`src/prox_regs_pkg.sv`:
```
// package of offsets, reset values, field positions and states of the proximity register block
// Summary of operation
// - pulse count is driven from its complement register
// - complement resets all ones, meaning one pulse
// - flag bit 5 reports far to near
// - flag bit 4 reports near to far
// - flag bit 3 set when complements mismatch
// - bit 1 shows interrupt, bit 0 fresh result
// - result low at 0x9A, high at 0x9B
// - saturation bit 6, other bits read zero
// - control bit 3 selects interrupt pin polarity
// - mode 00 pin released, 01 proximity triggers
// - only fresh measurements are checked against thresholds
package prox_regs_pkg;

  // ----------------------------------------------------------------
  // register offsets
  // ----------------------------------------------------------------
  localparam logic [7:0] OFS_DUTY_COMPL = 8'h95;
  localparam logic [7:0] OFS_CURRENT_COMPL = 8'h96;
  localparam logic [7:0] OFS_PULSE_COMPL = 8'h97;
  localparam logic [7:0] OFS_FLAGS = 8'h99;
  localparam logic [7:0] OFS_RESULT_LOW = 8'h9A;
  localparam logic [7:0] OFS_RESULT_HIGH = 8'h9B;
  localparam logic [7:0] OFS_SATURATION = 8'h9C;
  localparam logic [7:0] OFS_IRQ_CTRL = 8'hA7;

  // ----------------------------------------------------------------
  // reset values and compared field masks
  // ----------------------------------------------------------------
  localparam logic [7:0] RST_DUTY_COMPL = 8'h01;
  localparam logic [7:0] RST_CURRENT_COMPL = 8'h10;
  localparam logic [7:0] RST_PULSE_COMPL = 8'hFF;
  localparam logic [7:0] RST_IRQ_CTRL = 8'h40;
  localparam logic [7:0] RST_BYTE = 8'h00;
  localparam logic [7:0] MASK_DUTY = 8'h0F;
  localparam logic [7:0] MASK_CURRENT = 8'h1F;
  localparam logic [7:0] MASK_PULSE = 8'hFF;

  // ----------------------------------------------------------------
  // field positions
  // ----------------------------------------------------------------
  localparam int FLAG_APPROACH = 5;
  localparam int FLAG_RECEDE = 4;
  localparam int FLAG_INVALID = 3;
  localparam int FLAG_OVERRUN = 2;
  localparam int FLAG_IRQ = 1;
  localparam int FLAG_NEW = 0;
  localparam int SAT_BIT = 6;
  localparam int IRQ_POL_BIT = 3;
  localparam int IRQ_MODE_HI = 2;
  localparam int IRQ_MODE_LO = 1;
  localparam logic [1:0] MODE_OFF = 2'h0;
  localparam logic [1:0] MODE_PROX = 2'h1;

  // serial bus: default address is arbitrary, last bit index of a byte
  localparam logic [6:0] DEV_ADDR_DEFAULT = 7'h2A;
  localparam logic [2:0] LAST_BIT = 3'h7;

  // serial slave states, gray along the write path; ack to read flips two bits
  typedef enum logic [2:0] {
    ST_IDLE = 3'h0,
    ST_ADDR = 3'h1,
    ST_ACK = 3'h3,
    ST_WRITE = 3'h2,
    ST_READ = 3'h6,
    ST_RACK = 3'h7
  } bus_state_type;

endpackage

```
`src/pin_sync.sv`:
```
// three stage pin synchroniser with agreement filter
`timescale 1ns/1ns
module pin_sync #(
  parameter logic RESET_LEVEL = 1'b1
) (
  input wire logic clock,
  input wire logic sys_rst,
  input wire logic clk_en,
  input wire logic pin_in,
  output logic level
);
  logic s1_q, s2_q, s3_q, level_q;

  // shift chain; first stage feeds only the second
  always_ff @(posedge clock or posedge sys_rst) begin
    if (sys_rst) begin
      s1_q <= RESET_LEVEL;
      s2_q <= RESET_LEVEL;
      s3_q <= RESET_LEVEL;
      level_q <= RESET_LEVEL;
    end else if (clk_en) begin
      s1_q <= pin_in;
      s2_q <= s1_q;
      s3_q <= s2_q;
      if (s2_q == s3_q) begin
        level_q <= s3_q; // change taken once stages two and three agree
      end
    end
  end

  assign level = level_q;
endmodule // pin_sync

```
`src/prox_status_regs.sv`:
```
// proximity status, result and interrupt registers behind a serial bus slave
`timescale 1ns/1ns
module prox_status_regs #(
  parameter logic [6:0] DEV_ADDR = prox_regs_pkg::DEV_ADDR_DEFAULT,
  parameter int RESULT_WIDTH = 16
) (
  input wire logic clock,
  input wire logic sys_rst,
  input wire logic clk_en,
  input wire logic scl_in,
  input wire logic sda_in,
  output logic sda_out,
  output logic sda_oe,
  output logic irq_pin_out,
  output logic irq_pin_oe,
  input wire logic [7:0] duty_setting,
  input wire logic [7:0] current_setting,
  input wire logic [7:0] pulse_count_setting,
  input wire logic meas_done,
  input wire logic [RESULT_WIDTH-1:0] meas_result,
  input wire logic approach_in,
  input wire logic recede_in,
  input wire logic saturation_in,
  input wire logic [15:0] integration_time,
  input wire logic [15:0] repeat_interval,
  input wire logic [RESULT_WIDTH-1:0] threshold_high,
  input wire logic [RESULT_WIDTH-1:0] threshold_low,
  output logic [7:0] pulse_count_active
);

  // ----------------------------------------------------------------
  // elaboration checks
  // ----------------------------------------------------------------
  generate
    if (RESULT_WIDTH != 16) begin : g_bad_width
      $error("result must be two bytes wide");
    end
  endgenerate

  // ----------------------------------------------------------------
  // pin synchronisers and bus edge detection
  // ----------------------------------------------------------------
  logic scl_s, sda_s, scl_prev_q, sda_prev_q;

  pin_sync #(.RESET_LEVEL(1'b1)) u_scl_sync (
    .clock(clock),
    .sys_rst(sys_rst),
    .clk_en(clk_en),
    .pin_in(scl_in),
    .level(scl_s)
  );

  pin_sync #(.RESET_LEVEL(1'b1)) u_sda_sync (
    .clock(clock),
    .sys_rst(sys_rst),
    .clk_en(clk_en),
    .pin_in(sda_in),
    .level(sda_s)
  );

  // previous filtered levels
  always_ff @(posedge clock or posedge sys_rst) begin
    if (sys_rst) begin
      scl_prev_q <= 1'b1;
      sda_prev_q <= 1'b1;
    end else if (clk_en) begin
      scl_prev_q <= scl_s;
      sda_prev_q <= sda_s;
    end
  end

  wire scl_rise = scl_s & ~scl_prev_q;
  wire scl_fall = ~scl_s & scl_prev_q;
  wire start_cond = scl_s & scl_prev_q & sda_prev_q & ~sda_s;
  wire stop_cond = scl_s & scl_prev_q & ~sda_prev_q & sda_s;

  // ----------------------------------------------------------------
  // serial slave state machine
  // ----------------------------------------------------------------
  prox_regs_pkg::bus_state_type state_q;
  logic [2:0] bit_cnt_q;
  logic [7:0] shift_q, tx_q, ptr_q;
  logic byte_full_q, rw_q, first_q, acked_q, sda_oe_q, sda_out_q;
  logic [7:0] read_byte;

  wire addr_hit = shift_q[7:1] == DEV_ADDR;
  wire byte_end = scl_fall & byte_full_q;
  wire in_addr = state_q == prox_regs_pkg::ST_ADDR;
  wire in_write = state_q == prox_regs_pkg::ST_WRITE;
  wire wr_byte_evt = byte_end & in_write;
  wire snap_evt = byte_end & in_addr & addr_hit & shift_q[0];
  wire load_evt = scl_fall & (((state_q == prox_regs_pkg::ST_ACK) & rw_q)
                  | ((state_q == prox_regs_pkg::ST_RACK) & acked_q));

  // bit level protocol; start and stop override any state
  always_ff @(posedge clock or posedge sys_rst) begin
    if (sys_rst) begin
      state_q <= prox_regs_pkg::ST_IDLE;
      bit_cnt_q <= '0;
      shift_q <= prox_regs_pkg::RST_BYTE;
      tx_q <= prox_regs_pkg::RST_BYTE;
      byte_full_q <= 1'b0;
      rw_q <= 1'b0;
      first_q <= 1'b0;
      acked_q <= 1'b0;
      sda_oe_q <= 1'b0;
    end else if (clk_en) begin
      if (start_cond) begin
        state_q <= prox_regs_pkg::ST_ADDR;
        bit_cnt_q <= '0;
        byte_full_q <= 1'b0;
        sda_oe_q <= 1'b0;
      end else if (stop_cond) begin
        state_q <= prox_regs_pkg::ST_IDLE;
        sda_oe_q <= 1'b0;
      end else begin
        unique case (state_q)
          prox_regs_pkg::ST_IDLE: begin
            sda_oe_q <= 1'b0;
          end
          prox_regs_pkg::ST_ADDR, prox_regs_pkg::ST_WRITE: begin
            if (scl_rise) begin
              shift_q <= {shift_q[6:0], sda_s};
              bit_cnt_q <= bit_cnt_q + 3'h1;
              byte_full_q <= bit_cnt_q == prox_regs_pkg::LAST_BIT;
            end else if (byte_end) begin
              byte_full_q <= 1'b0;
              if (in_write || addr_hit) begin
                state_q <= prox_regs_pkg::ST_ACK;
                sda_oe_q <= 1'b1; // acknowledge by pulling low
              end else begin
                state_q <= prox_regs_pkg::ST_IDLE;
              end
              if (in_addr) begin
                rw_q <= shift_q[0];
                first_q <= 1'b1;
              end else begin
                first_q <= 1'b0;
              end
            end
          end
          prox_regs_pkg::ST_ACK: begin
            if (scl_fall) begin
              bit_cnt_q <= '0;
              if (rw_q) begin
                state_q <= prox_regs_pkg::ST_READ;
                tx_q <= read_byte;
                sda_oe_q <= ~read_byte[7];
              end else begin
                state_q <= prox_regs_pkg::ST_WRITE;
                sda_oe_q <= 1'b0;
              end
            end
          end
          prox_regs_pkg::ST_READ: begin
            if (scl_rise) begin
              bit_cnt_q <= bit_cnt_q + 3'h1;
              byte_full_q <= bit_cnt_q == prox_regs_pkg::LAST_BIT;
            end else if (byte_end) begin
              byte_full_q <= 1'b0;
              sda_oe_q <= 1'b0; // release for the master acknowledge
              state_q <= prox_regs_pkg::ST_RACK;
            end else if (scl_fall) begin
              tx_q <= {tx_q[6:0], 1'b0};
              sda_oe_q <= ~tx_q[6];
            end
          end
          prox_regs_pkg::ST_RACK: begin
            if (scl_rise) begin
              acked_q <= ~sda_s;
            end else if (scl_fall) begin
              bit_cnt_q <= '0;
              if (acked_q) begin
                state_q <= prox_regs_pkg::ST_READ;
                tx_q <= read_byte;
                sda_oe_q <= ~read_byte[7];
              end else begin
                state_q <= prox_regs_pkg::ST_IDLE;
              end
            end
          end
          default: begin
            state_q <= prox_regs_pkg::ST_IDLE;
            sda_oe_q <= 1'b0;
          end
        endcase
      end
    end
  end

  // register pointer: first written byte, then auto increment
  always_ff @(posedge clock or posedge sys_rst) begin
    if (sys_rst) begin
      ptr_q <= prox_regs_pkg::RST_BYTE;
    end else if (clk_en) begin
      if (wr_byte_evt && first_q) begin
        ptr_q <= shift_q;
      end else if (wr_byte_evt || load_evt) begin
        ptr_q <= ptr_q + 8'h01;
      end
    end
  end

  // ----------------------------------------------------------------
  // writable registers
  // ----------------------------------------------------------------
  logic [7:0] duty_compl_q, current_compl_q, pulse_compl_q, irq_ctrl_q;
  wire reg_wr = wr_byte_evt & ~first_q;

  // unmapped and read only offsets ignore writes
  always_ff @(posedge clock or posedge sys_rst) begin
    if (sys_rst) begin
      duty_compl_q <= prox_regs_pkg::RST_DUTY_COMPL;
      current_compl_q <= prox_regs_pkg::RST_CURRENT_COMPL;
      pulse_compl_q <= prox_regs_pkg::RST_PULSE_COMPL;
      irq_ctrl_q <= prox_regs_pkg::RST_IRQ_CTRL;
    end else if (clk_en && reg_wr) begin
      if (ptr_q == prox_regs_pkg::OFS_DUTY_COMPL) begin
        duty_compl_q <= shift_q;
      end
      if (ptr_q == prox_regs_pkg::OFS_CURRENT_COMPL) begin
        current_compl_q <= shift_q; // partner kept by host
      end
      if (ptr_q == prox_regs_pkg::OFS_PULSE_COMPL) begin
        pulse_compl_q <= shift_q;
      end
      if (ptr_q == prox_regs_pkg::OFS_IRQ_CTRL) begin
        irq_ctrl_q <= shift_q; // reserved bits stored as written
      end
    end
  end

  wire irq_pol = irq_ctrl_q[prox_regs_pkg::IRQ_POL_BIT];
  wire [1:0] irq_mode = irq_ctrl_q[prox_regs_pkg::IRQ_MODE_HI:prox_regs_pkg::IRQ_MODE_LO];

  // ----------------------------------------------------------------
  // measurement capture and live flags
  // ----------------------------------------------------------------
  logic [15:0] result_q;
  logic approach_q, recede_q, sat_q, irq_act_q, new_q;

  wire out_window = (meas_result > threshold_high) | (meas_result < threshold_low);
  wire irq_set = meas_done & (irq_mode == prox_regs_pkg::MODE_PROX) & out_window;
  wire rd_flags = load_evt & (ptr_q == prox_regs_pkg::OFS_FLAGS);
  wire rd_high = load_evt & (ptr_q == prox_regs_pkg::OFS_RESULT_HIGH);

  // complement checks over the used field bits
  wire duty_bad = ((duty_compl_q ^ ~duty_setting) & prox_regs_pkg::MASK_DUTY) != 8'h00;
  wire current_bad = ((current_compl_q ^ ~current_setting) & prox_regs_pkg::MASK_CURRENT) != 8'h00;
  wire pulse_bad = ((pulse_compl_q ^ ~pulse_count_setting) & prox_regs_pkg::MASK_PULSE) != 8'h00;
  wire settings_invalid = duty_bad | current_bad | pulse_bad;
  wire overrun = integration_time > repeat_interval;

  // result and direction captured per completed measurement
  always_ff @(posedge clock or posedge sys_rst) begin
    if (sys_rst) begin
      result_q <= '0;
      approach_q <= 1'b0;
      recede_q <= 1'b0;
      sat_q <= 1'b0;
    end else if (clk_en && meas_done) begin
      result_q <= meas_result;
      approach_q <= approach_in;
      recede_q <= recede_in;
      sat_q <= saturation_in;
    end
  end

  // hardware set wins over read clear
  always_ff @(posedge clock or posedge sys_rst) begin
    if (sys_rst) begin
      irq_act_q <= 1'b0;
      new_q <= 1'b0;
    end else if (clk_en) begin
      irq_act_q <= irq_set | (irq_act_q & ~rd_flags);
      new_q <= meas_done | (new_q & ~rd_high);
    end
  end

  logic [7:0] flags_live, sat_live;

  // status and saturation byte assembly, reserved bits zero
  always_comb begin
    flags_live = '0;
    flags_live[prox_regs_pkg::FLAG_APPROACH] = approach_q;
    flags_live[prox_regs_pkg::FLAG_RECEDE] = recede_q;
    flags_live[prox_regs_pkg::FLAG_INVALID] = settings_invalid;
    flags_live[prox_regs_pkg::FLAG_OVERRUN] = overrun;
    flags_live[prox_regs_pkg::FLAG_IRQ] = irq_act_q;
    flags_live[prox_regs_pkg::FLAG_NEW] = new_q;
    sat_live = '0;
    sat_live[prox_regs_pkg::SAT_BIT] = sat_q;
  end

  // ----------------------------------------------------------------
  // read snapshot and read data selection
  // ----------------------------------------------------------------
  logic [7:0] snap_flags_q, snap_sat_q;
  logic [15:0] snap_result_q;

  // frozen at the address of each read so a block read is coherent
  always_ff @(posedge clock or posedge sys_rst) begin
    if (sys_rst) begin
      snap_flags_q <= prox_regs_pkg::RST_BYTE;
      snap_sat_q <= prox_regs_pkg::RST_BYTE;
      snap_result_q <= '0;
    end else if (clk_en && snap_evt) begin
      snap_flags_q <= flags_live;
      snap_sat_q <= sat_live;
      snap_result_q <= result_q;
    end
  end

  wire sel_duty = ptr_q == prox_regs_pkg::OFS_DUTY_COMPL;
  wire sel_current = ptr_q == prox_regs_pkg::OFS_CURRENT_COMPL;
  wire sel_pulse = ptr_q == prox_regs_pkg::OFS_PULSE_COMPL;
  wire sel_flags = ptr_q == prox_regs_pkg::OFS_FLAGS;
  wire sel_low = ptr_q == prox_regs_pkg::OFS_RESULT_LOW;
  wire sel_high = ptr_q == prox_regs_pkg::OFS_RESULT_HIGH;
  wire sel_sat = ptr_q == prox_regs_pkg::OFS_SATURATION;
  wire sel_irq = ptr_q == prox_regs_pkg::OFS_IRQ_CTRL;

  // unmapped offsets read zero
  assign read_byte = sel_duty ? duty_compl_q :
                     sel_current ? current_compl_q :
                     sel_pulse ? pulse_compl_q :
                     sel_flags ? snap_flags_q :
                     sel_low ? snap_result_q[7:0] :
                     sel_high ? snap_result_q[15:8] :
                     sel_sat ? snap_sat_q :
                     sel_irq ? irq_ctrl_q : prox_regs_pkg::RST_BYTE;

  // ----------------------------------------------------------------
  // output registers
  // ----------------------------------------------------------------
  logic irq_pin_out_q, irq_pin_oe_q;
  logic [7:0] pulse_active_q;

  // pin level from polarity, released when mode is off
  always_ff @(posedge clock or posedge sys_rst) begin
    if (sys_rst) begin
      irq_pin_out_q <= 1'b1;
      irq_pin_oe_q <= 1'b0;
      pulse_active_q <= ~prox_regs_pkg::RST_PULSE_COMPL;
      sda_out_q <= 1'b0;
    end else if (clk_en) begin
      irq_pin_out_q <= irq_act_q ? irq_pol : ~irq_pol;
      irq_pin_oe_q <= irq_mode == prox_regs_pkg::MODE_PROX;
      pulse_active_q <= ~pulse_compl_q; // code n means n+1 pulses
      sda_out_q <= 1'b0; // open drain, only ever pulls low
    end
  end

  assign sda_out = sda_out_q;
  assign sda_oe = sda_oe_q;
  assign irq_pin_out = irq_pin_out_q;
  assign irq_pin_oe = irq_pin_oe_q;
  assign pulse_count_active = pulse_active_q;

endmodule // prox_status_regs

```
`config.mk`:
```
export PLATFORM = sky130hd
export DESIGN_NAME = prox_status_regs
export DESIGN_NICKNAME = d
export VERILOG_FILES = /design/src/prox_regs_pkg.sv /design/src/pin_sync.sv /design/src/prox_status_regs.sv
export SDC_FILE = /design/constraint.sdc
export NUM_CORES = 1
export LEC_CHECK = 0
export ABC_AREA = 1
export BUFFER_PORTS_ARGS = -buffer_cell sky130_fd_sc_hd__buf_2
export CAP_MARGIN = 20
export CELL_PAD_IN_SITES_DETAIL_PLACEMENT = 0
export CELL_PAD_IN_SITES_GLOBAL_PLACEMENT = 2
export CORE_MARGIN = 5
export CORE_UTILIZATION = 25
export CTS_CLUSTER_SIZE = 40
export DETAILED_ROUTE_END_ITERATION = 12
export PLACE_DENSITY_LB_ADDON = 0.2
export SYNTH_ARGS = -nofsm -noshare
export SYNTH_HDL_FRONTEND = slang
export SYNTH_SLANG_ARGS = --single-unit
export TNS_END_PERCENT = 30
```
`constraint.sdc`:
```
create_clock -name clock -period 5.1 [get_ports clock]
set_input_delay 0.51 -clock clock [delete_from_list [all_inputs] [get_ports clock]]
set_output_delay 0.51 -clock clock [all_outputs]
set_load 0.02 [all_outputs]
```
======== Word level (Yosys, flattened, before mapping) ========
Cells that the tools add are included.
cells by class
  add/subtract/negate cells ............... 2
  muxes and demuxes ....................... 59
  reductions and logical operators ........ 33
  $lt $le $gt $ge ......................... 3
  bitwise logic cells ..................... 48
  eq/ne operators ......................... 40
operators with widths
  cell                   count
  $mux W8                10
  $eq A8 B8 Y1 const B   8
  $mux W7                8
  $mux W3                16
  $ne A4 B4 Y1 const B   9
  $gt A16 B16 Y1         2
  $reduce_bool A8 Y1     3
  $and A1 B1 Y1          22
  $pmux W7 S3            1
  $mux W1                20
  $ne A2 B2 Y1 const B   9
  $lt A16 B16 Y1         1
  $not A8 Y8             2
  $pmux W3 S5            1
  $reduce_and A5 Y1      3
  $reduce_and A2 Y1      7
  $not A1 Y1             13
  $reduce_and A12 Y1     1
  $reduce_and A10 Y1     1
  $eq A3 B3 Y1 const B   3
  $pmux W3 S3            1
  $reduce_and A9 Y1      1
  $add A8 B1 Y8 const B  1
  $xor A8 B8 Y8          1
  27 further kinds       41
storage, ports and cells
  flip-flop bits (word level) ............. 130
  output and inout port bits .............. 12
  input bits .............................. 113
  logic and storage cells ................. 221

======== Depth between registers and ports, before layout ========
  depth in word-level cells ............... 16
  depth in mapped cells ................... 14
  depth with buffers taken out ............ 14

======== Modules after synthesis ========
From an unflattened synthesis, not the netlist that was laid out.
unflattened totals
  cells, all modules ...................... 1047
  area, all modules ....................... 7888.8 um2
modules (own cells, without submodules)
  module            area each (um2)  times used  sequential area each (um2)  cells an instance
  prox_status_regs  7543.5           1           3070.4                      1005
  pin_sync          172.7            2           105.1                       21

======== Worst setup path after synthesis ========
Ideal clock, no wire load.
  kind .................................... reg-to-reg
  start point ............................. register ptr_q[0]
  end point ............................... register sda_oe_q, in the netlist sda_oe
  setup time .............................. 0.116 ns
  path buffers ............................ 0
  required time ........................... 4.984 ns
  cell stages (with the launch flop) ...... 13
  path slack .............................. 3.421 ns
  clock period less this slack ............ 1.679 ns
  arrival time ............................ 1.563 ns
  cell sequence ........................... dfrtp_1 -> ha_1 -> nand2_1 -> nor2_1 -> nand3_1 -> nand3_1 -> nand2_1 -> nand2_1 -> nand2_1 -> nand2_1 -> nand2_1 -> nand2_1 -> nand2_1
between the ends
  longest elaborated chain between the ends .. 16
  elaborated cells on any way between the ends .. 25
  classes of those cells .................. 8 x eq/ne; 16 x mux; 1 x bitwise
ends and longest elaborated chain
  what                      line                                              text
  start: declaration        prox_status_regs.sv:82                            logic [7:0] shift_q, tx_q, ptr_q;
  start signal: assignment  prox_status_regs.sv:194                           ptr_q <= prox_regs_pkg::RST_BYTE;
  start signal: assignment  prox_status_regs.sv:197                           ptr_q <= shift_q;
  start signal: assignment  prox_status_regs.sv:199                           ptr_q <= ptr_q + 8'h01;
  $eq A8 B8 Y1              prox_status_regs.sv:321                           wire sel_irq = ptr_q == prox_regs_pkg::OFS_IRQ_CTRL;
  $mux W8                   prox_status_regs.sv:331                           sel_irq ? irq_ctrl_q : prox_regs_pkg::RST_BYTE;
  $mux W8                   prox_status_regs.sv:330                           sel_sat ? snap_sat_q :
  $mux W8                   prox_status_regs.sv:329                           sel_high ? snap_result_q[15:8] :
  $mux W8                   prox_status_regs.sv:328                           sel_low ? snap_result_q[7:0] :
  $mux W8                   prox_status_regs.sv:327                           sel_flags ? snap_flags_q :
  $mux W8                   prox_status_regs.sv:326                           sel_pulse ? pulse_compl_q :
  $mux W8                   prox_status_regs.sv:325                           sel_current ? current_compl_q :
  $mux W8 (*)               prox_status_regs.sv:324                           assign read_byte = sel_duty ? duty_compl_q :
  $not A1 Y1 (*)            prox_status_regs.sv:148, prox_status_regs.sv:176
  $mux W1                   prox_status_regs.sv:173                           if (acked_q) begin
  $mux W1                   prox_status_regs.sv:171                           end else if (scl_fall) begin
  $mux W1                   prox_status_regs.sv:169                           if (scl_rise) begin
  $pmux W1 S4 (*)           prox_status_regs.sv:117                           unique case (state_q)
  $mux W1 (*)               prox_status_regs.sv:113                           end else if (stop_cond) begin
  $mux W1 (*)               prox_status_regs.sv:108                           if (start_cond) begin
  end signal: assignment    prox_status_regs.sv:148                           sda_oe_q <= ~read_byte[7];
  end signal: assignment    prox_status_regs.sv:165                           sda_oe_q <= ~tx_q[6];
  end signal: assignment    prox_status_regs.sv:176                           sda_oe_q <= ~read_byte[7];
  end: declaration          prox_status_regs.sv:83                            logic byte_full_q, rw_q, first_q, acked_q, sda_oe_q, sda_out_q;
Every way passes the cells marked *; elsewhere a longest branch is shown, timed or not. The select of a mux whose other input is x is not followed.
A chain may end at the register's enable or synchronous reset.

======== Worst setup path after layout ========
  start point ............................. register ptr_q[6]
  end point ............................... register duty_compl_q[7]
between the ends
  longest elaborated chain between the ends .. 2
ends and longest elaborated chain
  what                                line                     text
  $eq A8 B8 Y1                        prox_status_regs.sv:218  if (ptr_q == prox_regs_pkg::OFS_DUTY_COMPL) begin
  $reduce_and A2 Y1 (no source line)  -
  end signal: assignment              prox_status_regs.sv:213  duty_compl_q <= prox_regs_pkg::RST_DUTY_COMPL;
  end signal: assignment              prox_status_regs.sv:219  duty_compl_q <= shift_q;
  end: declaration                    prox_status_regs.sv:207  logic [7:0] duty_compl_q, current_compl_q, pulse_compl_q, irq_ctrl_q;
No other way between the ends.

==> flow_summary.json <==
{
  "boundaryPins": 125,
  "ir_drop_mv": 0.221,
  "syn_nets": 1186,
  "grt_max_degree": 101,
  "die_area_um2": 34500,
  "start_util": 0.253,
  "clock-root-buffer": "clkbuf_16",
  "synth_cells": 1020,
  "r2r-start": "ptr_q[6]$_DFFE_PP0P_",
  "critPathLaunchType": "flip-flop",
  "post_cts_buffers": 0,
  "clkPwrFrac": 0.437,
  "cts-resized-gates": 0,
  "area_growth_pct": 20.9,
  "grtUsageMet2": 0.213,
  "multiInputGateArea_um2": 3810,
  "hold_class": "primary input to asynchronous set/reset pin",
  "die_h_um": 186,
  "r2r_slack_ns": 2.22,
  "yosysWarningCount": 0,
  "power_density_nw_per_um2": 330,
  "core_area_um2": 30500,
  "via_count": 6693,
  "seqPwrFrac": 0.387,
  "ctsHoldBuffers": 0,
  "rows": 64,
  "postSynthAreaPerCell_um2": 7.57,
  "setup.worst_path.class": "flip-flop to flip-flop",
  "synth-seq-area-share": 0.425,
  "firstDrtPassIters": 5,
  "synth_cell_types": 44,
  "final-hold-violation-count": 0,
  "critical_path.max_fanout": 21,
  "viasPerCell": 4.34,
  "slowest_stage": "nand3_1",
  "cpPeakStageDelay_ns": 0.72,
  "switching_share": 0.305,
  "maxSlewViolCount": 0,
  "drive_above_1_share": 0.181,
  "synthAdderAreaFrac": 0.0859,
  "required_ns": 5.40,
  "worstMarginPinSlew_ns": 0.983,
  "final-setup-viol-count": 0,
  "crit_path_end_kind": "flip-flop",
  "cts_buffers": 17,
  "synth_area_um2": 7720,
  "path_cells": "inv_2 > nand2_1 > nor2_2 > nand3_1 > inv_1 > nand2_2 > nand2_1 > o21ai_1",
  "ys.flop_type": "dfrtp_1",
  "clock_sinks": 130,
  "antenna_found_initial": 0,
  "p_sw_uw": 938,
  "die_w_um": 186,
  "path_clk_slew_ns": 0.06,
  "max_cap_violations": 0,
  "grt_pass1_vias": 6627,
  "crit_start": "ptr_q[6]$_DFFE_PP0P_",
  "yosys.area_share.simple": 0.262,
  "muxShareOfSynthArea": 0.00437,
  "insertedDiodeCount": 0,
  "ant_nets": 0,
  "synth-seq-cells": 130,
  "p_int_uw": 2140,
  "status": "finished clean",
  "synth_edf_count": 0,
  "synth_top_family_by_area": "simple AND/OR/NAND/NOR gates",
  "p_leak_uw": 0.00481,
  "port_buffers": 116,
  "ff_latch_area_um2": 3280,
  "drc_errors": 0,
  "grt_overflow": 0,
  "cp_common_cell": "nand2_1",
  "finalSetupTns_ns": 0,
  "async_flop_share": 1.00,
  "insertion_delay_ns": 0.42,
  "grt_setup_unrepaired": "no",
  "drtIter0Drc": 272,
  "met3_usage": 0.0252,
  "synth_compound_area_frac": 0.125,
  "finalNetCount": 1300,
  "grt_use_total": 0.136,
  "fin_crit_ns": 2.88,
  "fill_cells": 3408,
  "grt_util_met1": 0.195,
  "relSlewSlack": 0.345,
  "cts_max_level": 4,
  "cts_tree": "built",
  "grt_pass1_wl_um": 36600,
  "routedWlPerCell_um": 14.8,
  "route.final.wire_length_um": 22900,
  "cts_buffer_depth": 2,
  "power_uw": 3080,
  "place_congestion": 0.766,
  "clock-skew-final_ns": 0.0120,
  "gr-max-usage-layer": "met2",
  "worstPathArrival_ns": 3.18,
  "combPwrFrac": 0.176,
  "max_freq_ghz": 0.347,
  "hpwlAfterDp_um": 17400,
  "synth_xor_area_frac": 0.0147,
  "min_period_over_period": 0.565
}
## flip-flops by register name, indices dropped and copies added, names as in the netlist, 3 cells and up
name	flops
tx_q	7
snap_result_q	16
shift_q	8
duty_compl_q	8
irq_ctrl_q	8
snap_flags_q	6
state_q	3
ptr_q	8
pulse_compl_q	8
pulse_count_active	8
current_compl_q	8
result_q	16
bit_cnt_q	3
## layer usage
layer,wire [µm],part of all wire
met5,0,0
met4,208,0.0091
met3,939,0.041
met2,10300,0.45
met1,11500,0.50
## synthesized netlist by cell type (2+ instances only)
library cell / count / area share
a21oi_1: 53 / 0.034
a22oi_1: 2 / 0.0019
buf_2: 7 / 0.0045
buf_4: 3 / 0.0029
buf_6: 3 / 0.0044
clkbuf_1: 10 / 0.0049
dfrtp_1: 108 / 0.35
dfstp_2: 22 / 0.075
ha_1: 53 / 0.086
inv_1: 127 / 0.062
inv_2: 6 / 0.0029
mux2_2: 3 / 0.0044
nand2_1: 265 / 0.13
nand2_2: 7 / 0.0057
nand3_1: 58 / 0.038
nand3b_1: 4 / 0.0039
nand4_1: 7 / 0.0057
nor2_1: 107 / 0.052
nor2_2: 8 / 0.0065
nor3_1: 13 / 0.0084
o2111ai_1: 2 / 0.0023
o211ai_1: 2 / 0.0019
o21ai_0: 72 / 0.047
o21ai_1: 41 / 0.027
o21bai_1: 3 / 0.0029
o22ai_1: 2 / 0.0016
or2_2: 4 / 0.0032
xnor2_1: 6 / 0.0068
xor2_1: 7 / 0.0079
## power by group through the flow
stage                     combinational (µW)  sequential (µW)  clock (µW)
after floorplan                          372             1190           0
after global placement                   554             1210           0
after detailed placement                 554             1210           0
after CTS                                557             1190        1380
after global routing                     635             1200        1430
final                                    543             1190        1350
## through the flow
step	hold slack [ns]	instance area (µm²)	instances	worst slack, ns	utilization
after detailed placement	0.453	8690	1511	2.22	0.285
after global routing	0.297	9330	1543	1.92	0.306
after floorplan	0.439	7720	1020	1.16	-
after CTS	0.269	9330	1543	2.20	0.306
after global placement	0.455	8690	1511	2.18	0.285
final	0.268	9330	1543	2.22	0.306
## kinds of logic (layout without fill, tap and decap cells)
logic type,count (synthesis),count (layout)
compound gates,183,183
xor+xnor,13,13
fa+ha+maj,53,53
buf+inv,157,284
flops,130,130
mux,3,3
other cells,1,1
simple gates,480,480
## worst paths after layout
check,to,depth (start not counted)
max,duty_compl_q[7]$_DFFE_PP0P_,8
min,pulse_count_active[5]$_DFFE_PP0P_,2
max reg2reg,duty_compl_q[7]$_DFFE_PP0P_,8
min reg2reg,u_scl_sync.s2_q$_DFFE_PP1P_,2
max in group asynchronous,u_sda_sync.s3_q$_DFFE_PP1P_,3
min in group clock,u_scl_sync.s1_q$_DFFE_PP1P_,3
## critical path: cells and delay by family, from the launching register on
family / cells / cell delay, ns
AND/OR/NAND/NOR: 5 / 1.88
AO/OA/AOI/OAI: 1 / 0.06
buffers and inverters: 2 / 0.41
flip-flops: 1 / 0.40
## placed cells by master (no fill, tap or decap), drive strengths merged, types with 3 or more instances in the layout
cell	count
o21ai	114
nand4	8
xor2	7
buf	119
nand2	272
clkbuf	18
or2	5
dfstp	22
nor2	116
nand3b	4
mux2	3
o21bai	3
nor3	14
a21oi	53
inv	137
ha	53
bufinv	4
xnor2	6
nand3	60
clkinvlp	5
dfrtp	108
## layout make-up
| class | count | area share |
|---|---|---|
| clock buffers | 18 | 0.0471 |
| well taps | 396 | 0.0531 |
| inverters | 133 | 0.0540 |
| multi-input cells | 733 | 0.408 |
| flip-flops and latches | 130 | 0.351 |
| clock inverters | 14 | 0.0216 |
| repair buffers | 119 | 0.0646 |
Power figures use the tool's default switching activity.
